`config.mk`:
```
export PLATFORM = sky130hd
export DESIGN_NAME = mcod_decoder
export DESIGN_NICKNAME = d
export VERILOG_FILES = /design/src/rtl/mcod_pkg.sv /design/src/rtl/mcod_decoder.sv
export VERILOG_INCLUDE_DIRS = /design/src /design/src/rtl
export SDC_FILE = /design/constraint.sdc
export NUM_CORES = 1
export LEC_CHECK = 0
export ABC_CLOCK_PERIOD_IN_PS = 900
export BUFFER_PORTS_ARGS = -buffer_cell sky130_fd_sc_hd__clkbuf_2
export CORE_ASPECT_RATIO = 1.4
export CORE_UTILIZATION = 45
export DETAILED_ROUTE_END_ITERATION = 7
export PLACE_DENSITY = 0.68
export SYNTH_ARGS = -nofsm -noshare
export SYNTH_HDL_FRONTEND = slang
export SYNTH_SLANG_ARGS = --single-unit
```
`constraint.sdc`:
```
create_clock -name clock_i -period 0.9 [get_ports clock_i]
set_input_delay 0.135 -clock clock_i [delete_from_list [all_inputs] [get_ports clock_i]]
set_output_delay 0.135 -clock clock_i [all_outputs]
set_load 0.1 [all_outputs]
```
`src/rtl/mcod_map.svh`:
```
`ifndef MCOD_MAP_SVH
`define MCOD_MAP_SVH

// =====================================================================
// escape recognition and field positions
`define MCOD_ESC_PATTERN 5'h1b
`define MCOD_ESC_HI 7
`define MCOD_ESC_LO 3
`define MCOD_MODRM_REG_HI 5
`define MCOD_MODRM_REG_LO 3
`define MCOD_MOD_REGISTER 2'h3

// =====================================================================
// memory format codes
`define MCOD_MF_REAL32 2'h0
`define MCOD_MF_INT32 2'h1
`define MCOD_MF_REAL64 2'h2
`define MCOD_MF_INT16 2'h3

// =====================================================================
// operand format codes driven on the format output
`define MCOD_FMT_NONE 3'h0
`define MCOD_FMT_LONG_INT 3'h4
`define MCOD_FMT_TEMP_REAL 3'h5
`define MCOD_FMT_PACKED_BCD 3'h6

// =====================================================================
// second byte patterns for register forms
`define MCOD_B2_TEST 8'he4
`define MCOD_B2_EXAMINE 8'he5
`define MCOD_B2_NOP 8'hd0
`define MCOD_B2_STSW_AX 8'he0
`define MCOD_B2_CMP_PP 8'hd9
`define MCOD_B2_CHS 8'he0
`define MCOD_B2_ABS 8'he1
`define MCOD_B2_CLEX 8'he2
`define MCOD_B2_INIT 8'he3
`define MCOD_B2_SETPM 8'he4

`endif

```
`src/rtl/mcod_pkg.sv`:
```
package mcod_pkg;

  typedef enum logic [5:0] {
    MCOD_OP_INVALID = 6'h00,
    MCOD_OP_LOAD = 6'h01,
    MCOD_OP_STORE = 6'h02,
    MCOD_OP_STORE_POP = 6'h03,
    MCOD_OP_SWAP = 6'h04,
    MCOD_OP_COMPARE = 6'h05,
    MCOD_OP_COMPARE_POP = 6'h06,
    MCOD_OP_COMPARE_DOUBLE_POP = 6'h07,
    MCOD_OP_TEST = 6'h08,
    MCOD_OP_EXAMINE = 6'h09,
    MCOD_OP_LOAD_ONE = 6'h0a,
    MCOD_OP_LOAD_LOG2_TEN = 6'h0b,
    MCOD_OP_LOAD_LOG2_E = 6'h0c,
    MCOD_OP_LOAD_PI = 6'h0d,
    MCOD_OP_LOAD_LOG10_TWO = 6'h0e,
    MCOD_OP_LOAD_LN_TWO = 6'h0f,
    MCOD_OP_LOAD_ZERO = 6'h10,
    MCOD_OP_ADD = 6'h11,
    MCOD_OP_SUB = 6'h12,
    MCOD_OP_MUL = 6'h13,
    MCOD_OP_DIV = 6'h14,
    MCOD_OP_SQRT = 6'h15,
    MCOD_OP_SCALE = 6'h16,
    MCOD_OP_PREM = 6'h17,
    MCOD_OP_ROUND = 6'h18,
    MCOD_OP_EXTRACT = 6'h19,
    MCOD_OP_ABS = 6'h1a,
    MCOD_OP_NEGATE = 6'h1b,
    MCOD_OP_PTAN = 6'h1c,
    MCOD_OP_PATAN = 6'h1d,
    MCOD_OP_TWO_POW_M1 = 6'h1e,
    MCOD_OP_YL2X = 6'h1f,
    MCOD_OP_YL2XP1 = 6'h20,
    MCOD_OP_INIT = 6'h21,
    MCOD_OP_SETPM = 6'h22,
    MCOD_OP_STSW_ACC = 6'h23,
    MCOD_OP_LOAD_CW = 6'h24,
    MCOD_OP_STORE_CW = 6'h25,
    MCOD_OP_STORE_SW = 6'h26,
    MCOD_OP_CLEX = 6'h27,
    MCOD_OP_STORE_ENV = 6'h28,
    MCOD_OP_LOAD_ENV = 6'h29,
    MCOD_OP_SAVE = 6'h2a,
    MCOD_OP_RESTORE = 6'h2b,
    MCOD_OP_INC_SP = 6'h2c,
    MCOD_OP_DEC_SP = 6'h2d,
    MCOD_OP_FREE = 6'h2e,
    MCOD_OP_NOP = 6'h2f
  } mcod_op_t;

endpackage : mcod_pkg
```
`src/rtl/mcod_decoder.sv`:
```
`include "mcod_map.svh"

// Function
// - reverse 0 is dest op src, 1 src op dest; inverted when direction is 1
// - escape when opcode bits 7:3 equal 11011; bits 2:0 secondary field
// - memory format 00 real32, 01 int32, 10 real64, 11 int16
// - direction 0 writes stack top, 1 writes selected lower register
// - pop 0 leaves stack alone, 1 pops stack top after operation
// - memory format,1 with reg 010 stores stack top; 011 stores and pops
// - memory format,0 is memory arithmetic: 000 add, 001 mul, 10R sub, 11R div
// - register arithmetic d,P,0 with 11000 add, 11001 mul, 1110R sub, 1111R div
// - secondary 001 byte 11101xxx loads constants one through zero
// - secondary 001 byte 11100000 negates, 11100001 takes absolute value
// - secondary 001 byte 11100100 tests, 11100101 examines stack top
// - secondary 001 byte 11111xxx remainder, yl2xp1, sqrt, round, scale
// - secondary 001 byte 11110xxx transcendental, extract, stack pointer steps
// - secondary 011 byte 111000xx: 10 clear, 11 init; 11100100 protected mode
// - secondary 111 byte 11100000 stores status word to accumulator
// - secondary 001 memory reg 101/111 control word, 100/110 environment
// - secondary 101 memory reg 111 store status, 110 save, 100 restore
// - secondary 101 byte 11000iii marks stack register iii free
// - secondary 001 byte 11010000 is a no-operation
// - secondary 001 byte 11001iii swaps stack top with register iii
// - secondary 110 byte 11011001 compares and pops twice
// - memory loads: 111/101 long int, 011/101 temp real, 111/100 packed
module mcod_decoder (
  input wire logic clock_i,
  input wire logic resetn_i,
  input wire logic valid_i,
  input wire logic [7:0] opcode_i,
  input wire logic [7:0] modrm_i,
  output mcod_pkg::mcod_op_t operation_o,
  output logic decoded_o,
  output logic invalid_o,
  output logic memory_operand_o,
  output logic [2:0] operand_format_o,
  output logic [2:0] stack_register_index_o,
  output logic direction_o,
  output logic pop_o,
  output logic reverse_o,
  output logic state_change_o
);
  import mcod_pkg::*;

  // ===================================================================
  // field extraction
  logic is_escape;
  logic [2:0] secondary;
  logic [1:0] memory_format_field;
  logic [2:0] reg_field;
  logic is_mem;

  assign is_escape = (opcode_i[`MCOD_ESC_HI:`MCOD_ESC_LO] == `MCOD_ESC_PATTERN);
  assign secondary = opcode_i[2:0];
  assign memory_format_field = opcode_i[2:1];
  assign reg_field = modrm_i[`MCOD_MODRM_REG_HI:`MCOD_MODRM_REG_LO];
  assign is_mem = (modrm_i[7:6] != `MCOD_MOD_REGISTER);

  // the memory format maps onto the low codes of the format output
  function automatic logic [2:0] mf_to_format(input logic [1:0] mf);
    case (mf)
      `MCOD_MF_REAL32: mf_to_format = 3'h0;
      `MCOD_MF_INT32: mf_to_format = 3'h1;
      `MCOD_MF_REAL64: mf_to_format = 3'h2;
      default: mf_to_format = 3'h3;
    endcase
  endfunction : mf_to_format

  // ===================================================================
  // decode
  mcod_op_t next_operation;
  logic next_decoded;
  logic next_invalid;
  logic next_memory_operand;
  logic [2:0] next_operand_format;
  logic [2:0] next_stack_register_index;
  logic next_direction;
  logic next_pop;
  logic next_reverse;
  logic next_state_change;
  mcod_op_t op;
  logic dir;
  logic pop;
  logic rev;
  logic [2:0] fmt;

  always_comb begin
    op = MCOD_OP_INVALID;
    dir = 1'b0;
    pop = 1'b0;
    rev = 1'b0;
    fmt = `MCOD_FMT_NONE;
    if (is_mem) begin
      fmt = mf_to_format(memory_format_field);
      if (secondary[0]) begin
        case (reg_field)
          3'h0: op = MCOD_OP_LOAD;
          3'h2: op = MCOD_OP_STORE;
          3'h3: begin
            op = MCOD_OP_STORE_POP;
            pop = 1'b1;
          end
          default: op = MCOD_OP_INVALID;
        endcase
        case (secondary)
          3'h1: begin
            fmt = `MCOD_FMT_NONE;
            case (reg_field)
              3'h4: op = MCOD_OP_LOAD_ENV;
              3'h5: op = MCOD_OP_LOAD_CW;
              3'h6: op = MCOD_OP_STORE_ENV;
              3'h7: op = MCOD_OP_STORE_CW;
              default: ;
            endcase
          end
          3'h3: begin
            if (reg_field == 3'h5) begin
              op = MCOD_OP_LOAD;
              fmt = `MCOD_FMT_TEMP_REAL;
            end else if (reg_field == 3'h7) begin
              op = MCOD_OP_STORE_POP;
              pop = 1'b1;
              fmt = `MCOD_FMT_TEMP_REAL;
            end
          end
          3'h5: begin
            fmt = reg_field[2] ? `MCOD_FMT_NONE : fmt;
            case (reg_field)
              3'h4: op = MCOD_OP_RESTORE;
              3'h6: op = MCOD_OP_SAVE;
              3'h7: op = MCOD_OP_STORE_SW;
              default: ;
            endcase
          end
          3'h7: begin
            case (reg_field)
              3'h4: begin
                op = MCOD_OP_LOAD;
                fmt = `MCOD_FMT_PACKED_BCD;
              end
              3'h5: begin
                op = MCOD_OP_LOAD;
                fmt = `MCOD_FMT_LONG_INT;
              end
              3'h6: begin
                op = MCOD_OP_STORE_POP;
                pop = 1'b1;
                fmt = `MCOD_FMT_PACKED_BCD;
              end
              3'h7: begin
                op = MCOD_OP_STORE_POP;
                pop = 1'b1;
                fmt = `MCOD_FMT_LONG_INT;
              end
              default: ;
            endcase
          end
          default: ;
        endcase
      end else begin
        case (reg_field)
          3'h0: op = MCOD_OP_ADD;
          3'h1: op = MCOD_OP_MUL;
          3'h2: op = MCOD_OP_COMPARE;
          3'h3: begin
            op = MCOD_OP_COMPARE_POP;
            pop = 1'b1;
          end
          3'h4, 3'h5: op = MCOD_OP_SUB;
          default: op = MCOD_OP_DIV;
        endcase
        rev = reg_field[2] & reg_field[0];
      end
    end else if (!secondary[0]) begin
      // register arithmetic: direction and pop sit in bits 2:1
      dir = secondary[2];
      pop = secondary[1];
      rev = modrm_i[5] & (modrm_i[3] ^ secondary[2]);
      case (modrm_i[5:3])
        3'h0: op = MCOD_OP_ADD;
        3'h1: op = MCOD_OP_MUL;
        3'h4, 3'h5: op = MCOD_OP_SUB;
        3'h6, 3'h7: op = MCOD_OP_DIV;
        default: op = MCOD_OP_INVALID;
      endcase
      if (secondary == 3'h0 && modrm_i[5:4] == 2'h1) begin
        op = modrm_i[3] ? MCOD_OP_COMPARE_POP : MCOD_OP_COMPARE;
        pop = modrm_i[3];
      end
      if (secondary == 3'h6 && modrm_i == `MCOD_B2_CMP_PP) begin
        op = MCOD_OP_COMPARE_DOUBLE_POP;
        pop = 1'b1;
        dir = 1'b0;
      end
    end else begin
      case (secondary)
        3'h1: begin
          case (modrm_i[5:3])
            3'h0: op = MCOD_OP_LOAD;
            3'h1: op = MCOD_OP_SWAP;
            3'h2: op = (modrm_i == `MCOD_B2_NOP) ?
                       MCOD_OP_NOP : MCOD_OP_INVALID;
            3'h4: begin
              case (modrm_i)
                `MCOD_B2_CHS: op = MCOD_OP_NEGATE;
                `MCOD_B2_ABS: op = MCOD_OP_ABS;
                `MCOD_B2_TEST: op = MCOD_OP_TEST;
                `MCOD_B2_EXAMINE: op = MCOD_OP_EXAMINE;
                default: op = MCOD_OP_INVALID;
              endcase
            end
            3'h5: begin
              case (modrm_i[2:0])
                3'h0: op = MCOD_OP_LOAD_ONE;
                3'h1: op = MCOD_OP_LOAD_LOG2_TEN;
                3'h2: op = MCOD_OP_LOAD_LOG2_E;
                3'h3: op = MCOD_OP_LOAD_PI;
                3'h4: op = MCOD_OP_LOAD_LOG10_TWO;
                3'h5: op = MCOD_OP_LOAD_LN_TWO;
                3'h6: op = MCOD_OP_LOAD_ZERO;
                default: op = MCOD_OP_INVALID;
              endcase
            end
            3'h6: begin
              case (modrm_i[2:0])
                3'h0: op = MCOD_OP_TWO_POW_M1;
                3'h1: op = MCOD_OP_YL2X;
                3'h2: op = MCOD_OP_PTAN;
                3'h3: op = MCOD_OP_PATAN;
                3'h4: op = MCOD_OP_EXTRACT;
                3'h6: op = MCOD_OP_DEC_SP;
                3'h7: op = MCOD_OP_INC_SP;
                default: op = MCOD_OP_INVALID;
              endcase
            end
            3'h7: begin
              case (modrm_i[2:0])
                3'h0: op = MCOD_OP_PREM;
                3'h1: op = MCOD_OP_YL2XP1;
                3'h2: op = MCOD_OP_SQRT;
                3'h4: op = MCOD_OP_ROUND;
                3'h5: op = MCOD_OP_SCALE;
                default: op = MCOD_OP_INVALID;
              endcase
            end
            default: op = MCOD_OP_INVALID;
          endcase
        end
        3'h3: begin
          case (modrm_i)
            `MCOD_B2_CLEX: op = MCOD_OP_CLEX;
            `MCOD_B2_INIT: op = MCOD_OP_INIT;
            `MCOD_B2_SETPM: op = MCOD_OP_SETPM;
            default: op = MCOD_OP_INVALID;
          endcase
        end
        3'h5: begin
          case (modrm_i[5:3])
            3'h0: op = MCOD_OP_FREE;
            3'h2: op = MCOD_OP_STORE;
            3'h3: begin
              op = MCOD_OP_STORE_POP;
              pop = 1'b1;
            end
            default: op = MCOD_OP_INVALID;
          endcase
        end
        default: begin
          op = (modrm_i == `MCOD_B2_STSW_AX) ?
               MCOD_OP_STSW_ACC : MCOD_OP_INVALID;
        end
      endcase
    end
    if (op == MCOD_OP_INVALID) begin
      dir = 1'b0;
      pop = 1'b0;
      rev = 1'b0;
      fmt = `MCOD_FMT_NONE;
    end
  end

  always_comb begin
    next_operation = operation_o;
    next_decoded = 1'b0;
    next_invalid = 1'b0;
    next_memory_operand = memory_operand_o;
    next_operand_format = operand_format_o;
    next_stack_register_index = stack_register_index_o;
    next_direction = direction_o;
    next_pop = pop_o;
    next_reverse = reverse_o;
    next_state_change = 1'b0;
    if (valid_i && is_escape) begin
      next_operation = op;
      next_decoded = (op != MCOD_OP_INVALID);
      next_invalid = (op == MCOD_OP_INVALID);
      next_memory_operand = is_mem;
      next_operand_format = fmt;
      next_stack_register_index = is_mem ? 3'h0 : modrm_i[2:0];
      next_direction = dir;
      next_pop = pop;
      next_reverse = rev;
      // invalid and no-op leave stack and control state untouched
      next_state_change = (op != MCOD_OP_INVALID) &&
                          (op != MCOD_OP_NOP);
    end
  end

  always_ff @(posedge clock_i or negedge resetn_i) begin
    if (!resetn_i) begin
      operation_o <= MCOD_OP_INVALID;
      decoded_o <= 1'b0;
      invalid_o <= 1'b0;
      memory_operand_o <= 1'b0;
      operand_format_o <= `MCOD_FMT_NONE;
      stack_register_index_o <= 3'h0;
      direction_o <= 1'b0;
      pop_o <= 1'b0;
      reverse_o <= 1'b0;
      state_change_o <= 1'b0;
    end else begin
      operation_o <= next_operation;
      decoded_o <= next_decoded;
      invalid_o <= next_invalid;
      memory_operand_o <= next_memory_operand;
      operand_format_o <= next_operand_format;
      stack_register_index_o <= next_stack_register_index;
      direction_o <= next_direction;
      pop_o <= next_pop;
      reverse_o <= next_reverse;
      state_change_o <= next_state_change;
    end
  end

endmodule : mcod_decoder

```
==> results of run 1 <==
synthesized netlist by cell type, drive strengths merged, types with 3 or more instances:
library cell	number	share of area
o31ai	9	0.038
nor3	4	0.011
nand3b	3	0.013
o21ai	10	0.028
nor2	11	0.023
nand3	8	0.023
nand2b	8	0.028
a31oi	4	0.014
buf	16	0.057
dfrtp	19	0.27
clkbuf	7	0.015
o311ai	3	0.015
nand2	31	0.066
inv	4	0.0085
nor2b	7	0.025
mux2	4	0.025
and2	3	0.011
o41ai	3	0.015
a21oi	11	0.031
nor4	4	0.014
logic make-up after synthesis:
kind of cell    count (synthesis)  share of synthesized area
mux                             5                     0.0312
buf+inv                        27                     0.0807
xor+xnor                        3                     0.0149
compound gates                 67                      0.285
simple gates                   97                      0.312
fa+ha+maj                       1                    0.00708
flops                          19                      0.269
stage by stage:
step,utilization,instances
detailed placement,0.813,361
floorplan,-,219
CTS,0.936,377
global placement,0.813,361
repair_timing:
action | in CTS
resized for setup | 53
endpoints found under the setup margin | 34
endpoints found under the hold margin | 19
gates cloned | 3
hold buffers | 1
buffers inserted | 8
pin swaps | 25
==> flow_summary.json, run 1 <==
{
  "status": "stopped before the end",
  "failed_stage": "5_1_grt",
  "first-error": "[ERROR DPL-0038] Utilization greater than 100%, impossible to legalize",
  "synth-seq-cells": 19,
  "fp.dieH_um": 76.1,
  "synth-seq-area-share": 0.269,
  "num_io_pins": 38,
  "grt_max_degree": 20,
  "numCtsBuffers": 3,
  "netlist_instances": 219,
  "cts_sinks": 19,
  "gp_congestion": 0.884,
  "place_ws_ns": -1.47,
  "synth_edf_count": 0,
  "worst-ep-kind": "register input",
  "io_buffers": 37,
  "post-dp-hpwl_um": 4940,
  "cts-htree-levels": 1,
  "clockRootBuffer": "clkbuf_8",
  "worstEndpointGrtRepair": "invalid_o$_DFF_PN0_/D",
  "syn-cell-area_um2": 1770,
  "ys_warn_count": 0,
  "die_x_um": 55.0,
  "dpl_cell_area_um2": 3010,
  "rows": 26,
  "initial_core_util": 0.476,
  "synth_flop_cell": "dfrtp_1",
  "clockBufferDepth": 2,
  "syn_nets": 239,
  "yosysUniqueCellTypes": 65,
  "syn_area_per_cell_um2": 8.07,
  "async_reset_ff_frac": 1.00
}
==> run 2, diff against run 1 <==
- CORE_ASPECT_RATIO: 1.4 -> unset
- CORE_UTILIZATION: 45 -> 30
- PLACE_DENSITY: 0.68 -> unset
- PLACE_DENSITY_LB_ADDON: unset -> 0.15
==> flow_summary.json, run 2 <==
{
  "period_minus_slack_ns": 1.85,
  "synth-seq-area-share": 0.269,
  "num_vias": 2215,
  "drt_wl_total_um": 6740,
  "antenna_found_initial": 0,
  "cts_tree": "yes",
  "syn_area_per_cell_um2": 8.07,
  "clockRootBuffer": "clkbuf_8",
  "largest_reg_flops": 6,
  "grt.total_usage": 0.216,
  "ir_worst_vdd_mv": 0.710,
  "tightest_slew_ns": 0.503,
  "synth_flop_cell": "dfrtp_1",
  "yosysUniqueCellTypes": 65,
  "end_kind": "flop",
  "violations": "negative setup slack",
  "status": "finished with violations",
  "drt_pass1_iterations": 5,
  "fin_nets": 358,
  "syn-cell-area_um2": 1770,
  "path_clk_slew_ns": 0.07,
  "initial_core_util": 0.315,
  "synth_top_area_cell": "dfrtp_1",
  "num_io_pins": 38,
  "finalSetupTns_ns": -12.06,
  "die_x_um": 78.7,
  "synthTopCellsByCount": "31 x nand2_1, 19 x dfrtp_1, 11 x a21oi_1, 11 x nor2_1",
  "reg_top3": "operation_o: 6 flops, operand_format_o: 3 flops, stack_register_index_o: 3 flops",
  "synth_edf_count": 0,
  "busiest_layer": "met2",
  "timing.rr.end": "operation_o[4]$_DFFE_PN0P_",
  "ys_warn_count": 0,
  "grt_pass1_vias": 2091,
  "hold_class": "input port to flop",
  "reg2reg_depth": 2,
  "io_buffers": 37,
  "slew_headroom": 0.663,
  "criticalPathCategory": "input port to flop",
  "async_reset_ff_frac": 1.00,
  "fp.dieH_um": 78.7,
  "die_area_um2": 6200,
  "regMostFlops": "operation_o",
  "area_delta_synth_final_pct": 112,
  "leakagePower_uw": 0.00157,
  "crit_fanout": 7,
  "fin_crit_sh": 2.06,
  "setup_viol": 33,
  "rows": 27,
  "drt-initial-drc-count": 83,
  "fmax_mhz": 540,
  "r2r_setup_slack_ns": -0.01,
  "clockBufferDepth": 2,
  "numCtsBuffers": 3,
  "antenna_cells": 0,
  "final_cell_mix": "68 x buf_4, 24 x nand2_1, 23 x buf_12",
  "n_fill_cell": 456,
  "multi_input_area_um2": 1570,
  "seq_area_um2": 500,
  "drive_gt1_frac": 0.671,
  "skew_ns": 0,
  "netlist.area_leader.share": 0.269,
  "grt_setup_unrepaired": "yes",
  "clock_latency_ns": 0.25,
  "detail-route-antenna-nets": 0,
  "wire_per_inst_um": 16.5,
  "critPathLaunchType": "input port",
  "drt_drc_violations_left": 0,
  "grt_pass1_wl_um": 10400,
  "drv_slew": 0,
  "maxCapViolations": 0,
  "crit_path_start": "modrm_i[3]",
  "synth-seq-cells": 19,
  "required_ns": 1.06,
  "cts-htree-levels": 1,
  "grt-ovfl-total": 0,
  "mostFrequentLayoutCell": "buf_4",
  "post-dp-hpwl_um": 4720,
  "grtUsageMet2": 0.368,
  "syn_nets": 239,
  "grt_max_degree": 20,
  "fin_util": 0.669,
  "worstPathArrival_ns": 2.01,
  "setup_slack_ns": -0.952,
  "gp_congestion": 0.917,
  "power_density_nw_per_um2": 1080,
  "synthTopCellsByArea": "dfrtp_1 27%, nand2_1 6.6%, o31ai_1 3.8%",
  "cts_sinks": 19,
  "netlist_instances": 219,
  "endpoint": "pop_o$_DFFE_PN0P_",
  "globalRouteMet1Util": 0.272,
  "via_per_inst": 5.42,
  "yosysMostFrequentCell": "nand2_1",
  "use_met3": 0.0218,
  "core_area_um2": 5610,
  "timing_hold_violations_final": 0,
  "reg2reg_from": "operation_o[4]$_DFFE_PN0P_"
}
run 2: cell counts after synthesis:
No cell type changed its count.
run 2: repair_timing:
action	in CTS	in global routing
hold endpoints to repair	19	0
pin swaps	14	20
hold buffers	1	0
buffers inserted	4	17
setup endpoints to repair	34	36
resized for setup	51	58
cloned	2	1
run 2: kinds of logic (layout without fill, tap and decap cells):
kind of cell | count (synthesis) | after routing | share of synthesized area
adder cells (fa/ha/maj) | 1 | 1 | 0.00708
AO/OA/AOI/OAI | 67 | 67 | 0.285
flip-flops | 19 | 19 | 0.269
AND/OR/NAND/NOR | 97 | 97 | 0.312
multiplexers | 5 | 5 | 0.0312
XOR/XNOR | 3 | 3 | 0.0149
buffers and inverters | 27 | 145 | 0.0807
run 2: stage by stage:
stage               cell area (um2)  cells  worst slack (ns)  hold slack (ns)  power (uW)
global route                   3750    409             -1.02            0.274        4230
detailed placement             2970    383             -1.29            0.109        3090
global placement               2970    383             -1.23            0.105        3070
finish                         3750    409            -0.952            0.271        4060
CTS                            3320    392            -0.930            0.276        3860
floorplan                      2020    219             -1.05           -0.161        2250
run 2: layer usage:
layer,share of wire,up-vias
met1,0.41,1079
met5,0,-
met4,0.024,0
met2,0.53,56
li1,-,1068
met3,0.036,12
run 2: worst max-delay path, cell delays in order:
cell       delay [ns]
clkbuf_16        0.14
buf_12           0.14
nor4bb_4         0.35
nand4_1          0.23
buf_4            0.20
o21ai_4          0.16
a2bb2oi_4        0.20
nor4b_4          0.07
buf_6            0.14
o31ai_4          0.24
run 2: cell type report:
type | instances | area share
timing repair buffer | 137 | 0.404
sequential | 19 | 0.133
tap | 72 | 0.0240
clock inverter | 1 | 0.00133
multi-input combinational | 173 | 0.420
inverter | 4 | 0.00700
clock buffer | 3 | 0.0110
run 2: power by group:
group	switching [uW]	internal, uW
Sequential	99.7	963
Combinational	1330	1080
Clock	283	307
run 2: how the worst min path moves through the flow:
stage | startpoint | to | slack, ns | cells after the start
finish | modrm_i[0] | stack_register_index_o[0]$_DFFE_PN0P_ | 0.27 | 4
global route | modrm_i[0] | stack_register_index_o[0]$_DFFE_PN0P_ | 0.27 | 4
CTS | modrm_i[0] | stack_register_index_o[0]$_DFFE_PN0P_ | 0.28 | 4
detailed placement | resetn_i | operand_format_o[2]$_DFFE_PN0P_ | 0.11 | 1
global placement | resetn_i | operand_format_o[2]$_DFFE_PN0P_ | 0.10 | 1
floorplan | resetn_i | decoded_o$_DFF_PN0_ | -0.16 | 0
No activity file was read; power rests on OpenSTA's default activity.
==> run 3, diff against run 2 <==
- CORE_UTILIZATION: 30 -> 35
==> flow_summary.json, run 3 (synthesis gave the netlist of run 2 again) <==
{
  "worstPathArrival_ns": 2.08,
  "grt_setup_unrepaired": "yes",
  "power_density_nw_per_um2": 1080,
  "period_minus_slack_ns": 1.96,
  "grt_max_degree": 20,
  "power_uw": 4000,
  "crit_path_start": "modrm_i[2]",
  "clock_latency_ns": 0.24,
  "tightest_slew_ns": 0.530,
  "drt_drc_violations_left": 0,
  "setup_viol": 35,
  "r2r_setup_slack_ns": 0.09,
  "gp_congestion": 0.918,
  "reg2reg_from": "operation_o[0]$_DFFE_PN0P_",
  "fin_nets": 356,
  "end_kind": "flop",
  "wire_per_inst_um": 17.8,
  "maxCapViolations": 0,
  "fmax_mhz": 511,
  "fin_util": 0.776,
  "numCtsBuffers": 3,
  "critPathLaunchType": "input port",
  "skew_ns": 0,
  "endpoint": "operand_format_o[1]$_DFFE_PN0P_",
  "status": "finished with violations",
  "crit_fanout": 5,
  "fin_crit_sh": 2.17,
  "antenna_found_initial": 0,
  "hold_path_depth": 4,
  "n_fill_cell": 314,
  "post-dp-hpwl_um": 4680,
  "grt_pass1_vias": 2156,
  "grt.total_usage": 0.256,
  "grt-ovfl-total": 0,
  "die_area_um2": 5340,
  "grt_pass1_wl_um": 10400,
  "detail-route-antenna-nets": 0,
  "cts-htree-levels": 1,
  "drv_slew": 0,
  "cts_tree": "yes",
  "drive_gt1_frac": 0.651,
  "antenna_cells": 0,
  "final_cell_mix": "67 x buf_4, 28 x nand2_1, 25 x buf_12",
  "timing.rr.end": "operation_o[0]$_DFFE_PN0P_",
  "num_vias": 2272,
  "core_area_um2": 4790,
  "num_io_pins": 38,
  "die_x_um": 73.0,
  "required_ns": 1.03,
  "mostFrequentLayoutCell": "buf_4",
  "cts_sinks": 19,
  "timing_hold_violations_final": 0,
  "leakagePower_uw": 0.00156,
  "finalInstanceArea_um2": 3710,
  "regMostFlops": "operation_o",
  "ir_worst_vdd_mv": 0.650,
  "slew_headroom": 0.641,
  "clockBufferDepth": 2,
  "largest_reg_flops": 6,
  "reg2reg_depth": 3,
  "drt_wl_total_um": 7170,
  "drt-initial-drc-count": 81,
  "reg_top3": "operation_o: 6 flops, operand_format_o: 3 flops, stack_register_index_o: 3 flops",
  "clockRootBuffer": "clkbuf_8",
  "initial_core_util": 0.369,
  "io_buffers": 37,
  "via_per_inst": 5.65,
  "rows": 25,
  "dpl_cell_area_um2": 2940,
  "stdcell_count": 402,
  "finalSetupTns_ns": -12.85,
  "post-place-cells": 374,
  "path_clk_slew_ns": 0.07,
  "violations": "negative setup slack",
  "setup_slack_ns": -1.06,
  "drt_pass1_iterations": 4,
  "area_delta_synth_final_pct": 110,
  "hold_class": "input port to flop",
  "fp.dieH_um": 73.0,
  "criticalPathCategory": "input port to flop"
}
==> run 3: worst min path at each step <==
| stage | start | to | slack (ns) |
|---|---|---|---|
| 2_1_floorplan | resetn_i | decoded_o$_DFF_PN0_ | -0.16 |
| 3_3_place_gp | resetn_i | operand_format_o[2]$_DFFE_PN0P_ | 0.10 |
| 3_5_place_dp | resetn_i | operand_format_o[2]$_DFFE_PN0P_ | 0.11 |
| 4_1_cts | modrm_i[0] | stack_register_index_o[0]$_DFFE_PN0P_ | 0.27 |
| 5_1_grt | modrm_i[0] | stack_register_index_o[0]$_DFFE_PN0P_ | 0.29 |
| 6_report | modrm_i[0] | stack_register_index_o[0]$_DFFE_PN0P_ | 0.29 |
==> run 3: repair_timing <==
item	in CTS	in global routing
gates resized for setup	52	36
pin swaps	20	16
hold buffers	1	0
buffers inserted	14	9
endpoints found under the hold margin	19	0
endpoints found under the setup margin	34	36
gates cloned	3	1
==> run 3: cell type report <==
| class | instances | area, um2 | share of cell area |
|---|---|---|---|
| Timing Repair Buffer | 135 | 1530 | 0.412 |
| Tap cell | 67 | 83.8 | 0.0226 |
| Clock buffer | 4 | 45.0 | 0.0121 |
| Multi-Input combinational cell | 173 | 1530 | 0.413 |
| Sequential cell | 19 | 500 | 0.135 |
| Inverter | 4 | 21.3 | 0.00573 |
==> run 3: where the power goes <==
part / switching [uW] / internal (uW) / leakage [uW]
Sequential: 95.0 / 963 / 0.000229
Clock: 251 / 313 / 0.0000228
Combinational: 1330 / 1050 / 0.00131
==> run 3: worst max-delay path: stages <==
cell and delay (ns):
buf_8 0.08, clkinvlp_4 0.09, buf_4 0.14, buf_4 0.15, nand4_1 0.17, nand2b_1 0.13
o311a_1 0.38, a311oi_2 0.25, nor4b_4 0.30, buf_4 0.19, o41ai_2 0.06
==> run 3: layer usage <==
layer / part of all wire / vias up / track usage / routed length [um]
li1: - / 1070 / - / -
met1: 0.40 / 1087 / 0.305 / 2880
met2: 0.52 / 89 / 0.457 / 3710
met3: 0.038 / 26 / 0.0235 / 274
met4: 0.042 / 0 / 0.129 / 303
met5: 0 / - / 0 / 0
==> run 3: through the flow <==
| step | hold WS, ns | setup WS (ns) |
|---|---|---|
| final | 0.292 | -1.06 |
| after global routing | 0.289 | -1.08 |
| after CTS | 0.271 | -1.03 |
| after detailed placement | 0.112 | -1.47 |
| after global placement | 0.104 | -1.31 |
| after floorplan | -0.161 | -1.05 |
==> run 4, diff against run 3 <==
- TNS_END_PERCENT: unset -> 30
==> flow_summary.json, run 4 (synthesis gave the netlist of run 2 again) <==
{
  "status": "finished with violations",
  "violations": "negative setup slack",
  "grt_max_degree": 24,
  "cts_tree": "yes",
  "area_delta_synth_final_pct": 81.3,
  "hold_class": "input port to flop",
  "post-place-cells": 363,
  "required_ns": 1.09,
  "leakagePower_uw": 0.00135,
  "drv_slew": 0,
  "tightest_slew_ns": 0.463,
  "drt-initial-drc-count": 98,
  "io_buffers": 37,
  "end_kind": "flop",
  "regMostFlops": "operation_o",
  "r2r_setup_slack_ns": 0.10,
  "post-dp-hpwl_um": 4400,
  "die_x_um": 73.0,
  "power_density_nw_per_um2": 1180,
  "numCtsBuffers": 3,
  "wire_per_inst_um": 15.6,
  "largest_reg_flops": 6,
  "setup_viol": 32,
  "num_io_pins": 38,
  "drt_wl_total_um": 5810,
  "initial_core_util": 0.369,
  "via_per_inst": 5.48,
  "fmax_mhz": 551,
  "fin_util": 0.669,
  "worstPathArrival_ns": 2.00,
  "clockBufferDepth": 2,
  "clock_latency_ns": 0.26,
  "detail-route-antenna-nets": 0,
  "drt_pass1_iterations": 4,
  "grt_pass1_vias": 1986,
  "crit_fanout": 7,
  "grt.total_usage": 0.224,
  "reg2reg_depth": 1,
  "slew_headroom": 0.691,
  "rows": 25,
  "timing.rr.end": "operation_o[3]$_DFFE_PN0P_",
  "fp.dieH_um": 73.0,
  "cts_sinks": 19,
  "criticalPathCategory": "input port to flop",
  "drt_drc_violations_left": 0,
  "maxCapViolations": 0,
  "drive_gt1_frac": 0.531,
  "setup_slack_ns": -0.915,
  "num_vias": 2039,
  "final_cell_mix": "52 x buf_4, 29 x nand2_1, 21 x buf_12",
  "period_minus_slack_ns": 1.82,
  "endpoint": "invalid_o$_DFF_PN0_",
  "antenna_cells": 0,
  "grt-ovfl-total": 0,
  "ir_worst_vdd_mv": 0.645,
  "reg2reg_from": "operation_o[3]$_DFFE_PN0P_",
  "mostFrequentLayoutCell": "buf_4",
  "fin_crit_sh": 2.02,
  "path_clk_slew_ns": 0.07,
  "crit_path_start": "modrm_i[0]",
  "antenna_found_initial": 0,
  "n_fill_cell": 400,
  "grt_setup_unrepaired": "yes",
  "die_area_um2": 5340,
  "critPathLaunchType": "input port",
  "clockRootBuffer": "clkbuf_8",
  "gp_congestion": 0.916,
  "fin_nets": 326,
  "grt_pass1_wl_um": 9330,
  "reg_top3": "operation_o: 6 flops, operand_format_o: 3 flops, stack_register_index_o: 3 flops",
  "skew_ns": 0,
  "stdcell_count": 372,
  "timing_hold_violations_final": 0,
  "cts-htree-levels": 1,
  "core_area_um2": 4790,
  "place_ws_ns": -1.36
}
-- run 4: final cells by class --
cell class / instances / area (um2) / share of cell area
multi-input combinational: 173 / 1460 / 0.455
timing repair buffer: 105 / 1120 / 0.349
sequential: 19 / 475 / 0.148
tap: 67 / 83.8 / 0.0262
clock buffer: 3 / 41.3 / 0.0129
inverter: 4 / 21.3 / 0.00664
clock inverter: 1 / 5.00 / 0.00156
-- run 4: how the worst min path moves through the flow --
stage	startpoint	end	slack [ns]	depth (start not counted)
after CTS	modrm_i[0]	stack_register_index_o[0]$_DFFE_PN0P_	0.28	4
after floorplan	resetn_i	decoded_o$_DFF_PN0_	-0.16	0
final	modrm_i[0]	stack_register_index_o[0]$_DFFE_PN0P_	0.28	4
after global placement	resetn_i	memory_operand_o$_DFFE_PN0P_	0.10	1
after global routing	modrm_i[0]	stack_register_index_o[0]$_DFFE_PN0P_	0.28	4
after detailed placement	resetn_i	operand_format_o[2]$_DFFE_PN0P_	0.11	1
-- run 4: per-stage QoR --
stage               TNS (ns)  hold slack, ns  power (uW)  area, um2
floorplan             -14.33          -0.161        2190       1870
global placement      -15.84           0.102        2950       2750
detailed placement    -16.50           0.107        2970       2750
CTS                   -11.68           0.278        3670       3000
finish                -10.99           0.279        3770       3200
global route          -12.32           0.276        3940       3200
-- run 4: power breakdown --
group	switching, uW	internal [uW]	total [uW]	leakage, uW
registers	98.0	944	1040	0.000257
logic	1240	894	2130	0.00107
clock network	284	308	592	0.0000255
-- run 4: critical path, stage by stage --
cell,delay [ns]
clkbuf_8,0.12
inv_4,0.07
ha_4,0.20
mux2i_2,0.18
a2bb2oi_2,0.17
o221ai_2,0.13
a2111oi_4,0.37
nor2_2,0.09
nor4b_4,0.25
buf_6,0.17
nor2b_1,0.12
-- run 4: repair_timing --
item | CTS | global route
resized for setup | 35 | 40
endpoints found under the hold margin | 19 | 0
endpoints found under the setup margin | 33 | 37
setup buffers | 4 | 2
hold buffers | 1 | 0
pin swaps | 10 | 9
-- run 4: layer usage --
layer  share of wire  vias up  track usage
li1                -     1002            -
met1            0.43      958        0.287
met2            0.51       66        0.400
met3           0.041       13       0.0138
met4           0.019        0       0.0675
met5               0        -            0
